$ cat config.mk
export PLATFORM = sky130hd
export DESIGN_NAME = uart_line_ctrl
export DESIGN_NICKNAME = d
export VERILOG_FILES = /design/src/verilog/uart_line_pkg.sv /design/src/verilog/uart_line_ctrl.sv
export VERILOG_INCLUDE_DIRS = /design/src /design/src/verilog
export SDC_FILE = /design/constraint.sdc
export NUM_CORES = 1
export LEC_CHECK = 0
export ABC_AREA = 1
export BUFFER_PORTS_ARGS = -buffer_cell sky130_fd_sc_hd__buf_2
export CAP_MARGIN = 10
export CELL_PAD_IN_SITES_DETAIL_PLACEMENT = 1
export CELL_PAD_IN_SITES_GLOBAL_PLACEMENT = 2
export CORE_ASPECT_RATIO = 1.25
export CORE_MARGIN = 5
export CORE_UTILIZATION = 35
export CTS_BUF_LIST = sky130_fd_sc_hd__clkbuf_8
export DETAILED_ROUTE_END_ITERATION = 16
export PLACE_DENSITY_LB_ADDON = 0.1
export REMOVE_ABC_BUFFERS = 1
export SYNTH_ARGS = -nofsm -noshare
export SYNTH_HDL_FRONTEND = slang
export SYNTH_SLANG_ARGS = --single-unit
$ cat constraint.sdc
create_clock -name core_clk -period 6.65 [get_ports core_clk]
set_input_delay 1.33 -clock core_clk [delete_from_list [all_inputs] [get_ports core_clk]]
set_output_delay 1.33 -clock core_clk [all_outputs]
set_load 0.05 [all_outputs]
$ cat src/verilog/uart_line_map.svh
// Register map of the serial line control block.
`ifndef UART_LINE_MAP_SVH
`define UART_LINE_MAP_SVH
// ==========================================================================
// Register offsets.
`define ADDR_FRAME      4'h0
`define ADDR_HANDSHAKE  4'h1
`define ADDR_RESUME     4'h2
`define ADDR_PAUSE      4'h3
`define ADDR_LOOP       4'h4
`define ADDR_FAULT      4'h5
`define ADDR_BREAK      4'h6
`define ADDR_TURN       4'h7
`define ADDR_PINFUNC    4'h8
`define ADDR_PINDIR     4'h9
`define ADDR_PINMASK    4'hA
// ==========================================================================
// Field positions.
`define FRM_WIDTH       3:0
`define FRM_PAR         6:4
`define FRM_STOP2       7
`define HS_MODE         2:0
`define HS_HALF         3
`define LOOP_EN         2
`define FLT_BRK         3
`define FLT_FRM         4
`define FLT_PAR         5
`define FLT_OVR         6
`define FLT_LIVE        7
`define TURN_BITS       3:0
`define PF_CODE         2:0
`define PF_POL          3
`define PIN_BITS        5:0
// ==========================================================================
// Codes.
`define WIDTH_7         4'h7
`define WIDTH_8         4'h8
`define WIDTH_9         4'h9
`define PAR_NONE        3'h0
`define PAR_ODD         3'h1
`define PAR_EVEN        3'h2
`define PAR_MARK        3'h3
`define PAR_SPACE       3'h4
`define HS_NONE         3'h0
`define HS_HW           3'h1
`define HS_SW           3'h2
`define HS_DROP_RX      3'h3
`define HS_DROP_ALL     3'h4
`define PF_GPIO         3'h0
`define PF_RTSCTS       3'h1
`define PF_DTRDSR       3'h2
`define PF_DRV_TX       3'h3
`define PF_DRV_MATCH    3'h4
// ==========================================================================
// Reset values.
`define RST_FRAME       8'h08
`define RST_ZERO        8'h00
`define RST_PINMASK     8'h3F
`endif

$ cat src/verilog/uart_line_pkg.sv
// Types shared by the serial line control block.
package uart_line_pkg;
  // Transmit states, Gray coded.
  typedef enum logic [2:0] {
    TX_IDLE  = 3'h0,
    TX_LEAD  = 3'h1,
    TX_START = 3'h3,
    TX_DATA  = 3'h2,
    TX_PAR   = 3'h6,
    TX_STOP  = 3'h7,
    TX_TURN  = 3'h5,
    TX_BRK   = 3'h4
  } tx_state_t;
  // Receive states, Gray coded.
  typedef enum logic [2:0] {
    RX_IDLE  = 3'h0,
    RX_START = 3'h1,
    RX_DATA  = 3'h3,
    RX_PAR   = 3'h2,
    RX_STOP  = 3'h6,
    RX_BRK   = 3'h4
  } rx_state_t;
endpackage : uart_line_pkg

$ cat src/verilog/uart_line_ctrl.sv
// Serial line control: framing, flow, faults, break, pins.
//
// What this block does
// - Codes 7, 8, 9 set data width.
// - Parity field selects five modes.
// - Nine bits lock out parity.
// - Top frame bit: two stop bits.
// - Mode 0 none, 1 hardware, 2 software flow.
// - Mode 3: receive after match, transmit free.
// - Mode 4: receive and transmit after match.
// - Half duplex ignores receive while sending.
// - Pause symbol stops, resume restarts sending.
// - Multidrop matches against both symbols.
// - Loop bit feeds transmit to receive.
// - Break, framing, parity flags clear on read.
// - Character into full FIFO sets overrun.
// - Fault bit 7 shows live break.
// - Nonzero break register breaks after character.
// - Turnaround bit times before receive direction.
// - Pin codes 0-2: general, RTS/CTS, DTR/DSR.
// - Codes 3, 4 make pin 5 driver enable.
// - Direction bits make free pins outputs.
// - Unmasked free input change raises notification.
//
// The register offsets and the strobed register port are this design's own decisions.
`timescale 1ns/10ps
`include "uart_line_map.svh"
module uart_line_ctrl
  import uart_line_pkg::*;
#(
  parameter int CYCLES_PER_BIT = 100
) (
  input  wire logic       core_clk,
  input  wire logic       nrst,
  input  wire logic [3:0] regAddr,
  input  wire logic [7:0] regWrData,
  input  wire logic       regWr,
  input  wire logic       regRd,
  output logic      [7:0] regRdData,
  input  wire logic [8:0] txData,
  input  wire logic       txValid,
  output logic            txReady,
  output logic      [8:0] rxData,
  output logic            rxValid,
  input  wire logic       rxFifoFull,
  input  wire logic       rxPin,
  output logic            txPin,
  input  wire logic [5:0] gpIn,
  output logic      [5:0] gpOut,
  output logic      [5:0] gpOe,
  input  wire logic [5:0] gpDriveLevel,
  output logic      [5:0] pinChangeBits,
  output logic            pinChangeNotify
);
  localparam int CW = 16;
  localparam logic [CW-1:0] BIT_LAST  = CW'(CYCLES_PER_BIT - 1);
  localparam logic [CW-1:0] HALF_LAST = CW'(CYCLES_PER_BIT / 2 - 1);
  if (CYCLES_PER_BIT < 4 || CYCLES_PER_BIT > 65535) begin : badBitTime
    $error("CYCLES_PER_BIT must lie between 4 and 65535");
  end

  // ==========================================================================
  // Helpers
  // Data bits of a width code; reserved codes act as eight.
  function automatic logic [3:0] dataBits(input logic [3:0] code);
    case (code)
      `WIDTH_7: dataBits = 4'h7;
      `WIDTH_9: dataBits = 4'h9;
      default:  dataBits = 4'h8;
    endcase
  endfunction : dataBits

  // Parity bit that goes with a character.
  function automatic logic parityBit(input logic [2:0] mode, input logic [8:0] d,
                                     input logic [3:0] n);
    logic x;
    x = ^(d & ((n == 4'h7) ? 9'h07F : 9'h0FF));
    case (mode)
      `PAR_ODD:  parityBit = ~x;
      `PAR_EVEN: parityBit = x;
      `PAR_MARK: parityBit = 1'b1;
      default:   parityBit = 1'b0;
    endcase
  endfunction : parityBit

  // ==========================================================================
  // Reset release and input synchronisers
  logic [1:0] rstPipe;
  logic       rst_n;
  logic [1:0] rxMeta;
  logic [5:0] gpMeta;
  logic [5:0] gpSync;
  logic [5:0] gpPrev;
  logic       rxSync;

  // Reset release and two-flop pin capture.
  always_ff @(posedge core_clk or negedge nrst) begin
    if (!nrst) begin
      rstPipe <= 2'h0;
    end else begin
      rstPipe <= {rstPipe[0], 1'b1};
    end
  end
  assign rst_n = rstPipe[1];

  always_ff @(posedge core_clk or negedge rst_n) begin
    if (!rst_n) begin
      rxMeta <= 2'h3;
      gpMeta <= 6'h00;
      gpSync <= 6'h00;
      gpPrev <= 6'h00;
    end else begin
      rxMeta <= {rxMeta[0], rxPin};
      gpMeta <= gpIn;
      gpSync <= gpMeta;
      gpPrev <= gpSync;
    end
  end
  assign rxSync = rxMeta[1];

  // ==========================================================================
  // Registers
  logic [7:0] frameCfg, hsCfg, resumeSym, pauseSym, loopCtl, faults;
  logic [7:0] breakCtl, turnCfg, pinFunc, pinDir, pinMask;
  logic [7:0] next_frameCfg, next_hsCfg, next_resumeSym, next_pauseSym;
  logic [7:0] next_loopCtl, next_faults, next_breakCtl, next_turnCfg;
  logic [7:0] next_pinFunc, next_pinDir, next_pinMask, next_regRdData;
  logic       setBrk, setFrm, setPar, setOvr, breakLive;

  // Writes, read mux and read-clearing fault flags.
  always_comb begin
    next_frameCfg  = frameCfg;
    next_hsCfg     = hsCfg;
    next_resumeSym = resumeSym;
    next_pauseSym  = pauseSym;
    next_loopCtl   = loopCtl;
    next_breakCtl  = breakCtl;
    next_turnCfg   = turnCfg;
    next_pinFunc   = pinFunc;
    next_pinDir    = pinDir;
    next_pinMask   = pinMask;
    next_faults    = faults;
    next_regRdData = 8'h00;
    if (regWr) begin
      case (regAddr)
        `ADDR_FRAME: begin
          next_frameCfg = regWrData;
          if (regWrData[`FRM_WIDTH] == `WIDTH_9) begin
            next_frameCfg[`FRM_PAR] = frameCfg[`FRM_PAR];
          end
        end
        `ADDR_HANDSHAKE: next_hsCfg = {4'h0, regWrData[3:0]};
        `ADDR_RESUME:    next_resumeSym = regWrData;
        `ADDR_PAUSE:     next_pauseSym = regWrData;
        `ADDR_LOOP:      next_loopCtl = {5'h00, regWrData[`LOOP_EN], 2'h0};
        `ADDR_BREAK:     next_breakCtl = regWrData;
        `ADDR_TURN:      next_turnCfg = {4'h0, regWrData[`TURN_BITS]};
        `ADDR_PINFUNC:   next_pinFunc = {4'h0, regWrData[3:0]};
        `ADDR_PINDIR:    next_pinDir = {2'h0, regWrData[`PIN_BITS]};
        `ADDR_PINMASK:   next_pinMask = {2'h0, regWrData[`PIN_BITS]};
        default: ;
      endcase
    end
    if (regRd) begin
      case (regAddr)
        `ADDR_FRAME:     next_regRdData = frameCfg;
        `ADDR_HANDSHAKE: next_regRdData = hsCfg;
        `ADDR_RESUME:    next_regRdData = resumeSym;
        `ADDR_PAUSE:     next_regRdData = pauseSym;
        `ADDR_LOOP:      next_regRdData = loopCtl;
        `ADDR_FAULT:     next_regRdData = {breakLive, faults[6:0]};
        `ADDR_BREAK:     next_regRdData = breakCtl;
        `ADDR_TURN:      next_regRdData = turnCfg;
        `ADDR_PINFUNC:   next_regRdData = pinFunc;
        `ADDR_PINDIR:    next_regRdData = pinDir;
        `ADDR_PINMASK:   next_regRdData = pinMask;
        default:         next_regRdData = 8'h00;
      endcase
      if (regAddr == `ADDR_FAULT) begin
        next_faults = 8'h00;
      end
    end
    // A fault set while reading survives the clear.
    if (setBrk) next_faults[`FLT_BRK] = 1'b1;
    if (setFrm) next_faults[`FLT_FRM] = 1'b1;
    if (setPar) next_faults[`FLT_PAR] = 1'b1;
    if (setOvr) next_faults[`FLT_OVR] = 1'b1;
  end

  always_ff @(posedge core_clk or negedge rst_n) begin
    if (!rst_n) begin
      frameCfg  <= `RST_FRAME;
      hsCfg     <= `RST_ZERO;
      resumeSym <= `RST_ZERO;
      pauseSym  <= `RST_ZERO;
      loopCtl   <= `RST_ZERO;
      faults    <= `RST_ZERO;
      breakCtl  <= `RST_ZERO;
      turnCfg   <= `RST_ZERO;
      pinFunc   <= `RST_ZERO;
      pinDir    <= `RST_ZERO;
      pinMask   <= `RST_PINMASK;
      regRdData <= `RST_ZERO;
    end else begin
      frameCfg  <= next_frameCfg;
      hsCfg     <= next_hsCfg;
      resumeSym <= next_resumeSym;
      pauseSym  <= next_pauseSym;
      loopCtl   <= next_loopCtl;
      faults    <= next_faults;
      breakCtl  <= next_breakCtl;
      turnCfg   <= next_turnCfg;
      pinFunc   <= next_pinFunc;
      pinDir    <= next_pinDir;
      pinMask   <= next_pinMask;
      regRdData <= next_regRdData;
    end
  end

  // ==========================================================================
  // Decoded configuration
  logic [3:0] nBits;
  logic       hasPar, twoStop, halfDup, drvFunc, matched, paused, peerOk;
  logic [2:0] hsMode, pfCode;
  assign nBits   = dataBits(frameCfg[`FRM_WIDTH]);
  assign hasPar  = (nBits != 4'h9) && (frameCfg[`FRM_PAR] != `PAR_NONE)
                   && (frameCfg[`FRM_PAR] <= `PAR_SPACE);
  assign twoStop = frameCfg[`FRM_STOP2];
  assign hsMode  = hsCfg[`HS_MODE];
  assign halfDup = hsCfg[`HS_HALF];
  assign pfCode  = pinFunc[`PF_CODE];
  assign drvFunc = (pfCode == `PF_DRV_TX) || (pfCode == `PF_DRV_MATCH);
  // Peer ready: pin 4 or pin 2, active low.
  assign peerOk  = (pfCode == `PF_DTRDSR) ? ~gpSync[2] : ~gpSync[4];

  // ==========================================================================
  // Transmitter
  tx_state_t  txState, next_txState;
  logic [CW-1:0] txCnt, next_txCnt;
  logic [8:0] txShift, next_txShift;
  logic [3:0] txIdx, next_txIdx;
  logic       txStopIdx, next_txStopIdx, next_txPin, txAllow, txTick, txActive;
  logic       txParBit, next_txParBit;

  assign txTick   = (txCnt == '0);
  assign txActive = (txState != TX_IDLE) && (txState != TX_BRK);
  assign txAllow  = !((hsMode == `HS_SW) && paused)
                    && !((hsMode == `HS_HW) && !peerOk)
                    && !((hsMode == `HS_DROP_ALL) && !matched);
  assign txReady  = (txState == TX_IDLE) && (breakCtl == 8'h00) && txAllow;

  // Frame sequencing, turnaround and break.
  always_comb begin
    next_txState   = txState;
    next_txCnt     = txTick ? BIT_LAST : txCnt - 1'b1;
    next_txShift   = txShift;
    next_txIdx     = txIdx;
    next_txStopIdx = txStopIdx;
    next_txParBit  = txParBit;
    case (txState)
      TX_IDLE: begin
        next_txCnt = BIT_LAST;
        if (breakCtl != 8'h00) begin
          next_txState = TX_BRK;
        end else if (txValid && txReady) begin
          next_txShift  = txData;
          next_txParBit = parityBit(frameCfg[`FRM_PAR], txData, nBits);
          next_txState  = drvFunc ? TX_LEAD : TX_START;
        end
      end
      TX_LEAD:  if (txTick) next_txState = TX_START;
      TX_START: begin
        if (txTick) begin
          next_txState = TX_DATA;
          next_txIdx   = 4'h0;
        end
      end
      TX_DATA: begin
        if (txTick) begin
          next_txShift   = {1'b0, txShift[8:1]};
          next_txIdx     = txIdx + 1'b1;
          next_txStopIdx = 1'b0;
          if (txIdx == nBits - 1'b1) begin
            next_txState = hasPar ? TX_PAR : TX_STOP;
          end
        end
      end
      TX_PAR:   if (txTick) next_txState = TX_STOP;
      TX_STOP: begin
        if (txTick) begin
          if (twoStop && !txStopIdx) begin
            next_txStopIdx = 1'b1;
          end else if ((halfDup || drvFunc) && turnCfg[`TURN_BITS] != 4'h0) begin
            next_txState = TX_TURN;
            next_txIdx   = turnCfg[`TURN_BITS];
          end else begin
            next_txState = TX_IDLE;
          end
        end
      end
      TX_TURN: begin
        if (txTick) begin
          next_txIdx = txIdx - 1'b1;
          if (txIdx == 4'h1) next_txState = TX_IDLE;
        end
      end
      TX_BRK:   if (breakCtl == 8'h00) next_txState = TX_IDLE;
      default:  next_txState = TX_IDLE;
    endcase
    case (next_txState)
      TX_START: next_txPin = 1'b0;
      TX_DATA:  next_txPin = next_txShift[0];
      TX_PAR:   next_txPin = next_txParBit;
      TX_BRK:   next_txPin = 1'b0;
      default:  next_txPin = 1'b1;
    endcase
  end

  always_ff @(posedge core_clk or negedge rst_n) begin
    if (!rst_n) begin
      txState   <= TX_IDLE;
      txCnt     <= '0;
      txShift   <= 9'h000;
      txIdx     <= 4'h0;
      txStopIdx <= 1'b0;
      txParBit  <= 1'b0;
      txPin     <= 1'b1;
    end else begin
      txState   <= next_txState;
      txCnt     <= next_txCnt;
      txShift   <= next_txShift;
      txIdx     <= next_txIdx;
      txStopIdx <= next_txStopIdx;
      txParBit  <= next_txParBit;
      txPin     <= next_txPin;
    end
  end

  // ==========================================================================
  // Receiver
  rx_state_t  rxState, next_rxState;
  logic [CW-1:0] rxCnt, next_rxCnt;
  logic [8:0] rxShift, next_rxShift, next_rxData;
  logic [3:0] rxIdx, next_rxIdx;
  logic       rxStopIdx, next_rxStopIdx, rxParErr, next_rxParErr;
  logic       next_paused, next_matched, next_rxValid, rxLine, rxTick, rxBlock;
  logic       isAddr, isSym, done;

  assign rxLine  = loopCtl[`LOOP_EN] ? txPin : rxSync;
  assign rxBlock = halfDup && txActive;
  assign rxTick  = (rxCnt == '0);
  assign breakLive = (rxState == RX_BRK);
  assign isSym   = (rxShift[7:0] == resumeSym) || (rxShift[7:0] == pauseSym);
  assign isAddr  = (nBits == 4'h9) ? rxShift[8] : !matched;

  // Mid-bit sampling, faults and delivery filter.
  always_comb begin
    next_rxState   = rxState;
    next_rxCnt     = rxTick ? BIT_LAST : rxCnt - 1'b1;
    next_rxShift   = rxShift;
    next_rxIdx     = rxIdx;
    next_rxStopIdx = rxStopIdx;
    next_rxParErr  = rxParErr;
    next_paused    = paused;
    next_matched   = matched;
    next_rxData    = rxData;
    next_rxValid   = 1'b0;
    setBrk = 1'b0;
    setFrm = 1'b0;
    setPar = 1'b0;
    setOvr = 1'b0;
    done   = 1'b0;
    case (rxState)
      RX_IDLE: begin
        next_rxCnt = HALF_LAST;
        if (!rxLine) next_rxState = RX_START;
      end
      RX_START: begin
        if (rxTick) begin
          next_rxState   = rxLine ? RX_IDLE : RX_DATA;
          next_rxIdx     = 4'h0;
          next_rxShift   = 9'h000;
          next_rxParErr  = 1'b0;
          next_rxStopIdx = 1'b0;
        end
      end
      RX_DATA: begin
        if (rxTick) begin
          next_rxShift[rxIdx] = rxLine;
          next_rxIdx = rxIdx + 1'b1;
          if (rxIdx == nBits - 1'b1) next_rxState = hasPar ? RX_PAR : RX_STOP;
        end
      end
      RX_PAR: begin
        if (rxTick) begin
          next_rxParErr = rxLine != parityBit(frameCfg[`FRM_PAR], rxShift, nBits);
          next_rxState  = RX_STOP;
        end
      end
      RX_STOP: begin
        if (rxTick) begin
          if (!rxLine && rxShift == 9'h000) begin
            setBrk       = 1'b1;
            next_rxState = RX_BRK;
          end else if (!rxLine) begin
            setFrm       = 1'b1;
            next_rxState = RX_IDLE;
          end else if (twoStop && !rxStopIdx) begin
            next_rxStopIdx = 1'b1;
          end else begin
            done         = 1'b1;
            setPar       = rxParErr;
            next_rxState = RX_IDLE;
          end
        end
      end
      RX_BRK:  if (rxLine) next_rxState = RX_IDLE;
      default: next_rxState = RX_IDLE;
    endcase
    if (done) begin
      if (hsMode == `HS_DROP_RX || hsMode == `HS_DROP_ALL) begin
        if (isAddr) begin
          next_matched = isSym;
        end else if (matched) begin
          next_rxValid = 1'b1;
        end
      end else if (hsMode == `HS_SW && rxShift[7:0] == pauseSym) begin
        next_paused = 1'b1;
      end else if (hsMode == `HS_SW && rxShift[7:0] == resumeSym) begin
        next_paused = 1'b0;
      end else begin
        next_rxValid = 1'b1;
      end
      if (next_rxValid && rxFifoFull) begin
        next_rxValid = 1'b0;
        setOvr       = 1'b1;
      end
      if (next_rxValid) next_rxData = rxShift;
    end
    if (hsMode != `HS_SW) next_paused = 1'b0;
    if (rxBlock && rxState != RX_BRK) next_rxState = RX_IDLE;
  end

  always_ff @(posedge core_clk or negedge rst_n) begin
    if (!rst_n) begin
      rxState   <= RX_IDLE;
      rxCnt     <= '0;
      rxShift   <= 9'h000;
      rxIdx     <= 4'h0;
      rxStopIdx <= 1'b0;
      rxParErr  <= 1'b0;
      paused    <= 1'b0;
      matched   <= 1'b0;
      rxData    <= 9'h000;
      rxValid   <= 1'b0;
    end else begin
      rxState   <= next_rxState;
      rxCnt     <= next_rxCnt;
      rxShift   <= next_rxShift;
      rxIdx     <= next_rxIdx;
      rxStopIdx <= next_rxStopIdx;
      rxParErr  <= next_rxParErr;
      paused    <= next_paused;
      matched   <= next_matched;
      rxData    <= next_rxData;
      rxValid   <= next_rxValid;
    end
  end

  // ==========================================================================
  // Pins
  logic [5:0] next_gpOut, next_gpOe, taken, next_pinChangeBits;
  logic       drvOn;

  assign drvOn = (pfCode == `PF_DRV_MATCH) ? (txActive && matched) : txActive;

  // Pin takeover, direction, level and change notice.
  always_comb begin
    taken      = 6'h00;
    next_gpOe  = pinDir[`PIN_BITS];
    next_gpOut = gpDriveLevel;
    case (pfCode)
      `PF_RTSCTS: begin
        taken = 6'h30;
        next_gpOe[4] = 1'b0;
        next_gpOe[5] = 1'b1;
        next_gpOut[5] = (hsMode == `HS_HW) && rxFifoFull;
      end
      `PF_DTRDSR: begin
        taken = 6'h0C;
        next_gpOe[2] = 1'b0;
        next_gpOe[3] = 1'b1;
        next_gpOut[3] = (hsMode == `HS_HW) && rxFifoFull;
      end
      `PF_DRV_TX, `PF_DRV_MATCH: begin
        taken = 6'h20;
        next_gpOe[5] = 1'b1;
        next_gpOut[5] = pinFunc[`PF_POL] ? drvOn : ~drvOn;
      end
      default: taken = 6'h00;
    endcase
    next_pinChangeBits = (gpSync ^ gpPrev) & ~next_gpOe & ~taken & ~pinMask[`PIN_BITS];
  end

  always_ff @(posedge core_clk or negedge rst_n) begin
    if (!rst_n) begin
      gpOut           <= 6'h00;
      gpOe            <= 6'h00;
      pinChangeBits   <= 6'h00;
      pinChangeNotify <= 1'b0;
    end else begin
      gpOut           <= next_gpOut;
      gpOe            <= next_gpOe;
      pinChangeBits   <= next_pinChangeBits;
      pinChangeNotify <= |next_pinChangeBits;
    end
  end
endmodule : uart_line_ctrl

Yosys cells after proc, flatten, opt, wreduce, memory -nomap -nowiden
Cells that the tools add are included.

storage, ports and cells
  register bits = 191
  logic and storage cells = 365

operators by class
  bitwise logic cells = 15
  reductions and logical operators = 93
  mux-type cells = 128
  equal/unequal tests = 77
  add/sub/neg operators = 6
  order comparisons = 3

operator list
  cell                                                                   count
  8-bit one-hot mux with 11 select lines                                 1
  3-bit two-way mux                                                      25
  16-bit two-way mux                                                     4
  1-bit two-way mux                                                      61
  9-bit two-way mux                                                      5
  3-bit by 2-bit == test with 1-bit output (second input constant)       12
  9-bit one-hot mux with 2 select lines                                  2
  16-bit logical NOT                                                     2
  4-bit two-way mux                                                      8
  16-bit by 1-bit subtractor with 16-bit output (second input constant)  2
  3-bit == test (second input constant)                                  10
  2-bit inequality test (second input constant)                          15
  2-bit AND reduction                                                    15
  2-bit nonzero test                                                     14
  4-bit by 3-bit == test with 1-bit output (second input constant)       6
  4-bit == test (second input constant)                                  6
  3-bit inequality test (second input constant)                          8
  3-bit one-hot mux with 8 select lines                                  1
  1-bit logical AND                                                      23
  6-bit AND                                                              3
  6-bit inverter                                                         3
  3-bit one-hot mux with 6 select lines                                  1
  6-bit one-hot mux with 3 select lines                                  1
  9-bit XOR reduction                                                    2
  46 further kinds                                                       92

Depth between registers and ports, before layout
Gate-level depths: netlist (run 1).

  word-level depth = 15
  depth in mapped cells = 16

Least setup slack after synthesis (run 1)
OpenSTA, ideal clock, no wires.

  path kind = flip-flop to output port
  start = register txState[0]
  end = output port txReady
  data required time = 5.320 ns
  path slack = 4.082 ns
  buffers on the path = 1
  cell stages (with the launch flop) = 9
  arrival = 1.238 ns
  cell sequence = dfrtp_1 buf_6 clkinv_4 nand2_4 nor2_4 nand2_2 nor2_4 nand2_1 inv_1

between the ends
  cells in the longest elaborated chain, start to end = 3

ends and longest elaborated chain
  element                         RTL line               text
  start, declared                 uart_line_ctrl.sv:238  tx_state_t txState, next_txState;
  start signal, assigned          uart_line_ctrl.sv:329  txState <= next_txState;
  3-bit logical NOT               uart_line_ctrl.sv:250  assign txReady = (txState == TX_IDLE) && (breakCtl == 8'h00) && txAllow;
  1-bit logical AND (2 in a row)  uart_line_ctrl.sv:250
  end, declared                   uart_line_ctrl.sv:42   output logic txReady,

No other way between the ends.

Worst setup path in the final report (run 1)
  start = register breakCtl[7]
  end = output port txReady

between the ends
  cells in the longest elaborated chain, start to end = 3

ends and longest elaborated chain
  element                         RTL line               text
  start, declared                 uart_line_ctrl.sv:124  logic [7:0] breakCtl, turnCfg, pinFunc, pinDir, pinMask;
  start signal, assigned          uart_line_ctrl.sv:198  breakCtl <= `RST_ZERO;
  start signal, assigned          uart_line_ctrl.sv:211  breakCtl <= next_breakCtl;
  8-bit logical NOT               uart_line_ctrl.sv:250
  1-bit logical AND (2 in a row)  uart_line_ctrl.sv:250

No other way between the ends.

==> results of run 1 <==
-- cells in the final DEF, fill, tap and decap left out, types with 12 or more instances in the layout --
cell,count
xnor2_1,22
nand2_1,248
nor2_1,110
a21oi_1,34
buf_2,78
nand4_1,12
clkbuf_8,17
nand3_1,57
a221oi_1,14
o21ai_0,89
ha_1,12
nor3_1,30
dfrtp_1,180
xor2_1,23
inv_1,134
-- cell type report --
type	instances	area [sq um]
Clock inverter	15	183.9
Multi-Input combinational cell	760	4084
Sequential cell	191	4796
Clock buffer	17	234.0
Inverter	142	538.0
Fill cell	3281	16150
Tap cell	345	431.7
Timing Repair Buffer	81	412.9
-- flip-flops by register name, summed over array words and instances (netlist names), 6 cells and up --
register and flops:
regRdData 8, gpSync 6, txCnt 16, frameCfg 8, resumeSym 8, txShift 9, rxCnt 16, pinDir 6
pinChangeBits 6, rxShift 9, gpOut 6, gpPrev 6, pinMask 6, pauseSym 8, rxData 9, gpMeta 6
gpOe 6, breakCtl 8
-- layer usage --
layer  wire length (um)  share of wire  track usage
met1              12470           0.46       0.2500
met4                395          0.014      0.04622
met2              13840           0.51       0.3182
met5                  0              0            0
met3                687          0.025      0.03293
-- cells by family (layout without fill, tap and decap cells) --
| logic type | count (synthesis) | in the layout |
|---|---|---|
| simple gates | 515 | 515 |
| buf+inv | 161 | 255 |
| compound gates | 185 | 185 |
| flops | 191 | 191 |
| other cells | 1 | 1 |
| xor+xnor | 45 | 45 |
| mux | 2 | 2 |
| fa+ha+maj | 12 | 12 |
-- synth_stat cells (2+ instances only) --
library cell and instances:
or2_2 2, buf_6 3, o211ai_1 5, a21boi_0 2, inv_2 6, nand2_4 3, buf_2 5, nand3b_1 2
nand3_1 57, xor2_1 23, ha_1 12, nor2_1 110, nor4_1 5, a221oi_1 14, dfstp_2 10, a41oi_1 2
a31oi_1 6, clkbuf_1 10, nor3b_1 2, nor2_2 9, o22ai_1 5, dfrtp_1 181, nor2_8 2, o21ai_2 9
a211oi_1 8, nand4_1 12, nand3_2 5, nor2_4 11, inv_1 134, nand2_1 248, o21ai_0 89, nor3_1 30
a211oi_2 2, nand2_2 8, xnor2_1 22, or2_0 2, nor3_2 3, a21oi_1 34
-- where the power goes --
part | switching [W] | total [W] | internal [W] | leakage (nW)
logic | 0.000443 | 0.000632 | 0.000190 | 2.63
registers | 0.000142 | 0.00144 | 0.00130 | 2.34
clock network | 0.000515 | 0.000807 | 0.000292 | 0.210
total | 0.00110 | 0.00288 | 0.00178 | 5.18
-- per-stage QoR --
stage	power [W]	cells	instance area (sq um)	setup WS [ns]	hold slack, ns
final	0.002884	1551	10680	3.264	0.3235
after global placement	0.002101	1519	10260	3.550	0.3338
after CTS	0.002942	1551	10680	3.216	0.3520
after floorplan	0.001878	1093	9414	0.9510	0.3312
after detailed placement	0.002115	1519	10260	3.430	0.3371
after global routing	0.003063	1551	10680	3.112	0.3672
-- worst max-delay path: cells and delay by family, from the launching register on --
family / cells / cell delay [ns]
and+or+nand+nor: 6 / 0.83
buffers and inverters: 2 / 0.31
DFF: 1 / 0.42
-- path summary, 6_finish.rpt --
check	from	to	slack, ns	cells past startpoint
setup reg to reg	txState[1]	txPin	4.00	11
setup / recovery	breakCtl[7]	txReady	3.26	8
hold reg to reg	rstPipe[1]	pauseSym[7]	0.32	0
min in group core_clk	gpMeta[1]	gpSync[1]	0.36	0
max in group asynchronous	rstPipe[1]	txShift[1]	4.58	2
hold / removal	rstPipe[1]	pauseSym[7]	0.32	0
==> results.json, run 1 <==
{
  "status": "completed",
  "critical_path.max_stage_delay_ns": 0.42,
  "drive_above_1_share": 0.1584,
  "vias": 7653,
  "ys_seq_area_frac": 0.5035,
  "grt_max_degree": 56,
  "synth_flop_cell": "dfrtp_1",
  "rsz0062_at_grt": "false",
  "min_period_ns": 3.386,
  "crit_required_ns": 5.32,
  "wire_per_inst_um": 17.66,
  "dieArea_sq_um": 30610,
  "p_leak_nw": 5.180,
  "grt_usage": 0.1880,
  "arrival_ns": 2.06,
  "ios": 79,
  "ir_worst_vdd_uv": 130.5,
  "io_buffers": 78,
  "timing.final.crit_share": 0.5091,
  "worst_slew_pin_slew_ns": 0.9149,
  "hold_buffers": 0,
  "clkSinkCount": 191,
  "ant_nets": 0,
  "area_growth_pct": 12.21,
  "critical_path_class": "flip-flop to output port",
  "synth_top_family_by_area": "simple AND/OR/NAND/NOR gates",
  "die_w_um": 157.5,
  "drc": 0,
  "dp_hpwl_mm": 21.04,
  "hold_path_class": "flip-flop to asynchronous set/reset pin",
  "synth-xor-area-share": 0.04141,
  "path_max_fanout": 3,
  "fin_worst_skew_ns": 0.01594,
  "synthCells": 1112,
  "dieHeight_um": 194.4,
  "post_synth_fa_ha_maj_area_fraction": 0.01577,
  "finish.utilization": 0.3981,
  "postCtsResizedCells": 0,
  "cts_setup_buffers": 0,
  "synth_top_area_share": 0.4759,
  "max_freq_ghz": 0.2954,
  "coreArea_sq_um": 26830,
  "yosys.area_share.simple": 0.2499,
  "cp-start-kind": "flip-flop",
  "firstDrtPassIters": 5,
  "setup_viol": 0,
  "ys_ff_latch": 191,
  "grt_pass1_vias": 8359,
  "maxSlewHeadroom": 0.3878,
  "antenna_cells": 0,
  "synth.distinct_cells": 57,
  "cp_common_cell": "nand2_1",
  "slew_violations": 0,
  "path_clk_slew_ns": 0.12,
  "synth_edf_count": 0,
  "synthMuxAreaShare": 0.002235,
  "netlist_top_cells_area": "dfrtp_1, nand2_1, inv_1",
  "routed_wl_mm": 27.39,
  "cp_cell_sequence": "nor2_1 > nand2_1 > nor2_2 > nand2_2 > nor2_4 > nand2_1 > inv_1 > buf_2",
  "antenna_found_initial": 0,
  "root_buffer": "clkbuf_8",
  "clk_latency_ns": 0.50,
  "gp_congestion": 0.8153,
  "power_density_nw_per_um2": 270.0,
  "final_nets": 1245,
  "grt_pass1_wl_mm": 45.47,
  "postSynth.asyncResetShare": 1.000,
  "cts_buffer_depth": 2,
  "dr.first_iter.drc_count": 324,
  "yosysWarnings": 0,
  "cts_buffers": 17,
  "slowest_stage": "dfrtp_1",
  "netlist_area_sq_um": 9518,
  "start_util": 0.3548,
  "synth_area_leader_cell": "dfrtp_1",
  "fin_tns_setup_ns": 0,
  "globalRouteOverflowTotal": 0,
  "final-hold-violation-count": 0,
  "routed_via_density": 4.934,
  "cts_tree": "done",
  "synth_compound_area_frac": 0.1194,
  "drv_cap": 0,
  "worstSetupEndpointType": "output port",
  "avgSynthCellArea_sq_um": 8.559,
  "rows": 67,
  "h-tree-depth": 4
}
(Power assumes the default switching activity.)
==> run 2, diff against run 1 <==
--- a/config.mk
+++ b/config.mk
@@ -13,7 +13,7 @@
 export CELL_PAD_IN_SITES_GLOBAL_PLACEMENT = 2
 export CORE_ASPECT_RATIO = 1.25
 export CORE_MARGIN = 5
-export CORE_UTILIZATION = 35
+export CORE_UTILIZATION = 34
 export CTS_BUF_LIST = sky130_fd_sc_hd__clkbuf_8
 export DETAILED_ROUTE_END_ITERATION = 16
 export PLACE_DENSITY_LB_ADDON = 0.1
==> constraint.sdc (replaced) <==
create_clock -name core_clk -period 2.84 [get_ports core_clk]
set_input_delay 0.568 -clock core_clk [delete_from_list [all_inputs] [get_ports core_clk]]
set_output_delay 0.568 -clock core_clk [all_outputs]
set_load 0.05 [all_outputs]
==> run 2 against run 1 <==
Cell count is 1.2% higher. Clock skew hardly changed. Flip-flop and latch count is the same. Sequential power increased by 130%. Combinational power increased by 140%. Hold slack lost 0.17 ns. Global-route usage fell by 0.84 points. Power increased by 140%. Wire length about the same. Critical path type unchanged.
==> results.json, run 2 (synthesis results as in run 1) <==
{
  "antenna_found_initial": 0,
  "timing.final.crit_share": 0.9051,
  "path_max_fanout": 10,
  "firstDrtPassIters": 4,
  "coreArea_sq_um": 27650,
  "path_clk_slew_ns": 0.12,
  "dieArea_sq_um": 31460,
  "clk_latency_ns": 0.50,
  "cts_buffers": 17,
  "cp_common_cell": "nor2_4",
  "cp_cell_sequence": "clkinv_4 > nand2_4 > nor2_4 > nand2_2 > nor2_4 > nand2_1 > inv_1 > buf_2",
  "globalRouteOverflowTotal": 0,
  "setup_viol": 0,
  "p_leak_nw": 5.261,
  "h-tree-depth": 4,
  "rsz0062_at_grt": "false",
  "cp-start-kind": "flip-flop",
  "final_cell_mix": "nand2_1, dfrtp_1, inv_1",
  "final_common_cell": "nand2_1",
  "worstSetupEndpointType": "output port",
  "dieHeight_um": 197.1,
  "top_regs": "rxCnt: 16 flops, txCnt: 16 flops",
  "fin_worst_skew_ns": 0.01544,
  "cts_buffer_depth": 2,
  "antenna_cells": 0,
  "crit_required_ns": 2.27,
  "gp_congestion": 0.8071,
  "finalPower_w": 0.006779,
  "cts_tree": "done",
  "slowest_stage": "dfrtp_1",
  "cts_setup_buffers": 0,
  "fin_area_sq_um": 10840,
  "drc": 0,
  "status": "completed",
  "root_buffer": "clkbuf_8",
  "nFillCells": 3314,
  "ant_nets": 0,
  "hold_path.startpoint": "rxPin",
  "maxSlewHeadroom": 0.4251,
  "power_density_nw_per_um2": 625.5,
  "wire_per_inst_um": 17.45,
  "io_buffers": 78,
  "area_growth_pct": 13.88,
  "hold_path_class": "input pin to flip-flop",
  "rows": 68,
  "ios": 79,
  "start_util": 0.3442,
  "grt_max_degree": 50,
  "vias": 7693,
  "placed_area_sq_um": 10410,
  "slew_violations": 0,
  "rr_startpoint": "rxState[2]",
  "drv_cap": 0,
  "routed_via_density": 4.903,
  "critical_path.max_stage_delay_ns": 0.56,
  "dr.first_iter.drc_count": 297,
  "grt_pass1_wl_mm": 44.84,
  "final_nets": 1258,
  "worst_slew_pin_slew_ns": 0.8558,
  "die_w_um": 159.7,
  "routed_wl_mm": 27.37,
  "min_period_ns": 2.571,
  "critical_path_class": "flip-flop to output port",
  "drive_above_1_share": 0.1665,
  "ir_worst_vdd_uv": 334.8,
  "dp_hpwl_mm": 21.01,
  "grt_pass1_vias": 8120,
  "max_freq_ghz": 0.3890,
  "startpoint": "txState[0]",
  "final-hold-violation-count": 0,
  "clkSinkCount": 191,
  "arrival_ns": 2.00,
  "grt_usage": 0.1796
}
==> run 2: cell count changes in the layout (fill, tap and decap cells not counted), sizes merged <==
cell         change
dlygate4sd3      +1
clkinv           +2
buf             +12
inv              -2
==> run 2: per-stage QoR <==
step                std cells  hold WS [ns]  utilization  setup TNS (ns)  worst slack (ns)
floorplan                1093        0.2724            -         -525.18            -2.859
global placement         1536        0.3331       0.3764               0            0.5076
detailed placement       1536        0.3378       0.3764               0            0.4391
CTS                      1569        0.1225       0.3920               0            0.1955
global route             1569        0.1187       0.3920               0            0.1101
finish                   1569        0.1571       0.3920               0            0.2694
==> run 2: final cells by class <==
| type | instances | area, sq um | share of cell area |
|---|---|---|---|
| Inverter | 142 | 538.0 | 0.04964 |
| Timing Repair Buffer | 94 | 563.0 | 0.05195 |
| Tap cell | 350 | 437.9 | 0.04040 |
| Multi-Input combinational cell | 760 | 4084 | 0.3768 |
| Clock inverter | 15 | 186.4 | 0.01720 |
| Clock buffer | 17 | 234.0 | 0.02159 |
| Sequential cell | 191 | 4796 | 0.4425 |
==> run 2: metal layers <==
metal  GRT usage  part of all wire
met1      0.2346              0.45
met2      0.3159              0.51
met3     0.02546             0.021
met4     0.04469             0.015
met5           0                 0
==> run 2: critical path: cells and delay by family, from the launching register on <==
kind,cells,cell delay (ns)
buf+inv,3,0.44
flops,1,0.56
simple gates,5,0.50
==> run 2: path summary, 6_finish.rpt <==
path / to / cells after the start / slack [ns]
worst max-delay path: txReady / 8 / 0.27
worst min-delay path: rxMeta[0] / 1 / 0.16
worst max register to register: rxState[1] / 8 / 0.73
worst min register to register: gpSync[2] / 0 / 0.36
max in group asynchronous: pinMask[2] / 1 / 1.70
min in group asynchronous: rstPipe[1] / 2 / 0.36
==> run 2: where the power goes <==
part / switching (W) / leakage [nW] / internal (W)
sequential: 0.000323 / 2.34 / 0.00305
clock: 0.00123 / 0.209 / 0.000681
combinational: 0.00104 / 2.71 / 0.000461
==> run 2: repair_timing <==
action                    in CTS  in global routing
hold buffers                   1                  0
hold endpoints to repair       2                  0
resized for setup              0                  0
==> run 3, diff against run 2 <==
--- a/config.mk
+++ b/config.mk
@@ -10,14 +10,15 @@
 export BUFFER_PORTS_ARGS = -buffer_cell sky130_fd_sc_hd__buf_2
 export CAP_MARGIN = 10
 export CELL_PAD_IN_SITES_DETAIL_PLACEMENT = 1
-export CELL_PAD_IN_SITES_GLOBAL_PLACEMENT = 2
+export CELL_PAD_IN_SITES_GLOBAL_PLACEMENT = 1
 export CORE_ASPECT_RATIO = 1.25
 export CORE_MARGIN = 5
-export CORE_UTILIZATION = 34
+export CORE_UTILIZATION = 35
 export CTS_BUF_LIST = sky130_fd_sc_hd__clkbuf_8
 export DETAILED_ROUTE_END_ITERATION = 16
 export PLACE_DENSITY_LB_ADDON = 0.1
 export REMOVE_ABC_BUFFERS = 1
+export SLEW_MARGIN = 20
 export SYNTH_ARGS = -nofsm -noshare
 export SYNTH_HDL_FRONTEND = slang
 export SYNTH_SLANG_ARGS = --single-unit
==> run 3 against run 2 <==
Sequential share of layout area is 0.28 points higher. Critical path type unchanged. Critical endpoint unchanged. Clock skew down 0.0053 ns. Largest power group unchanged. Hold slack gained 0.018 ns.
==> results.json, run 3 (synthesis results as in run 1) <==
{
  "startpoint": "breakCtl[7]",
  "cts_buffer_depth": 2,
  "area_growth_pct": 13.16,
  "swShare": 0.3803,
  "hold_path_class": "input pin to flip-flop",
  "firstDrtPassIters": 4,
  "final-hold-violation-count": 0,
  "die_w_um": 157.5,
  "cp-start-kind": "flip-flop",
  "final_common_cell": "nand2_1",
  "worst_slew_pin_slew_ns": 0.8396,
  "status": "completed",
  "io_buffers": 78,
  "critical_path_class": "flip-flop to output port",
  "worstSetupEndpointType": "output port",
  "path_buf_inv": 2,
  "rows": 67,
  "hold_ws_ns": 0.1756,
  "max_freq_ghz": 0.3879,
  "dieHeight_um": 194.4,
  "reg2reg_depth": 11,
  "crit_cells": 8,
  "fin_worst_skew_ns": 0.01019,
  "antenna_cells": 0,
  "drive_above_1_share": 0.1631,
  "regArea_sq_um": 4796,
  "path_clk_slew_ns": 0.12,
  "maxSlewHeadroom": 0.4359,
  "pwr-share-comb": 0.225,
  "nFillCells": 3257,
  "antenna_found_initial": 0,
  "dp_hpwl_mm": 20.64,
  "h-tree-depth": 4,
  "drv_cap": 0,
  "grt_pass1_wl_mm": 44.70,
  "grt_max_degree": 80,
  "min_period_ns": 2.578,
  "cp_common_cell": "nand2_1",
  "globalRouteOverflowTotal": 0,
  "grt_pass1_vias": 8248,
  "crit_family": "simple AND/OR/NAND/NOR gates",
  "sequentialPowerShare": 0.496,
  "switching_power_w": 0.002578,
  "placed_area_sq_um": 10340,
  "dr.first_iter.drc_count": 395,
  "p_int_w": 0.004200,
  "vias": 7688,
  "path_max_fanout": 3,
  "final_cell_mix": "nand2_1, dfrtp_1, inv_1",
  "power_density_nw_per_um2": 629.3,
  "finalPower_w": 0.006777,
  "routed_via_density": 4.931,
  "final_nets": 1253,
  "routed_wl_mm": 27.05,
  "dieArea_sq_um": 30610,
  "cts_tree": "done",
  "grt_usage": 0.1839,
  "clk_latency_ns": 0.48,
  "clkPwrFrac": 0.279,
  "root_buffer": "clkbuf_8",
  "slowest_stage": "dfrtp_1",
  "start_util": 0.3548,
  "cts_buffers": 17,
  "top_regs": "rxCnt: 16 flops, txCnt: 16 flops",
  "min_path_cells": 1,
  "wire_per_inst_um": 17.35,
  "gp_congestion": 0.8647,
  "ant_nets": 0,
  "crit_required_ns": 2.27,
  "arrival_ns": 2.01,
  "multi_input_area_sq_um": 4084,
  "hold_path.startpoint": "gpIn[1]",
  "cp_cell_sequence": "nor2_1 > nand2_1 > nor2_2 > nand2_2 > nor2_4 > nand2_1 > inv_1 > buf_2",
  "postCtsResizedCells": 0,
  "critical_path.max_stage_delay_ns": 0.42,
  "drc": 0,
  "setup_viol": 0,
  "ir_worst_vdd_uv": 401.4,
  "coreArea_sq_um": 26830,
  "fin_tns_setup_ns": 0,
  "clkSinkCount": 191,
  "p_leak_nw": 5.226,
  "fin_area_sq_um": 10770,
  "slew_violations": 0,
  "rr_startpoint": "txCnt[0]",
  "ios": 79,
  "rsz0062_at_grt": "false",
  "timing.final.crit_share": 0.9079
}
## run 3: changes by cell type in the layout (fill, tap and decap cells not counted)
cell / delta
clkinv_8: +1
buf_12: -2
clkinv_4: -2
inv_8: -3
inv_6: +4
buf_4: -3
## run 3: repair_timing
item,CTS,global route
buffers inserted,0,0
hold buffers,1,0
endpoints found under the hold margin,2,0
## run 3: layer usage
metal  vias up  wire, um  track usage
met5         -         0            0
met3        22       563      0.02781
li1       3803         -            -
met2        91     13600       0.3142
met4         0       382      0.04335
met1      3772     12510       0.2454
## run 3: worst paths after layout
| kind | end | slack [ns] |
|---|---|---|
| setup / recovery | txReady | 0.26 |
| setup reg to reg | txCnt[15] | 0.73 |
| min in group asynchronous | gpOut[0] | 0.36 |
| hold / removal | gpMeta[1] | 0.18 |
| hold reg to reg | gpOut[0] | 0.36 |
| max in group asynchronous | rxCnt[0] | 1.96 |
## run 3: cell type report
| class | instances | share of cell area |
|---|---|---|
| multi-input combinational | 760 | 0.3792 |
| tap | 345 | 0.04008 |
| sequential | 191 | 0.4453 |
| inverter | 142 | 0.04995 |
| clock inverter | 15 | 0.01731 |
| timing repair buffer | 89 | 0.04647 |
| clock buffer | 17 | 0.02172 |
## run 3: through the flow
step                setup slack [ns]    util  std cells
finish                        0.2617  0.4015       1559
global route                  0.1471  0.4015       1559
CTS                           0.2173  0.4015       1559
detailed placement            0.4393  0.3854       1526
global placement              0.4965  0.3854       1526
floorplan                     -2.859       -       1093
## run 3: power groups by stage
stage	registers, W	logic (W)	clock network [W]
final	0.00336	0.00152	0.00189
after global routing	0.00341	0.00172	0.00208
after CTS	0.00336	0.00156	0.00196
after detailed placement	0.00341	0.00155	0
after global placement	0.00341	0.00152	0
after floorplan	0.00356	0.000837	0
## run 3: worst reg2reg max path, stage by stage (launching register included)
cell and delay, ns:
dfrtp_1 0.40, inv_1 0.08, ha_1 0.25, inv_1 0.06, nor3_1 0.29, nand2_1 0.14
nor2_1 0.17, inv_1 0.06, nand2_1 0.29, inv_1 0.12, o21ai_0 0.10, a21oi_1 0.07
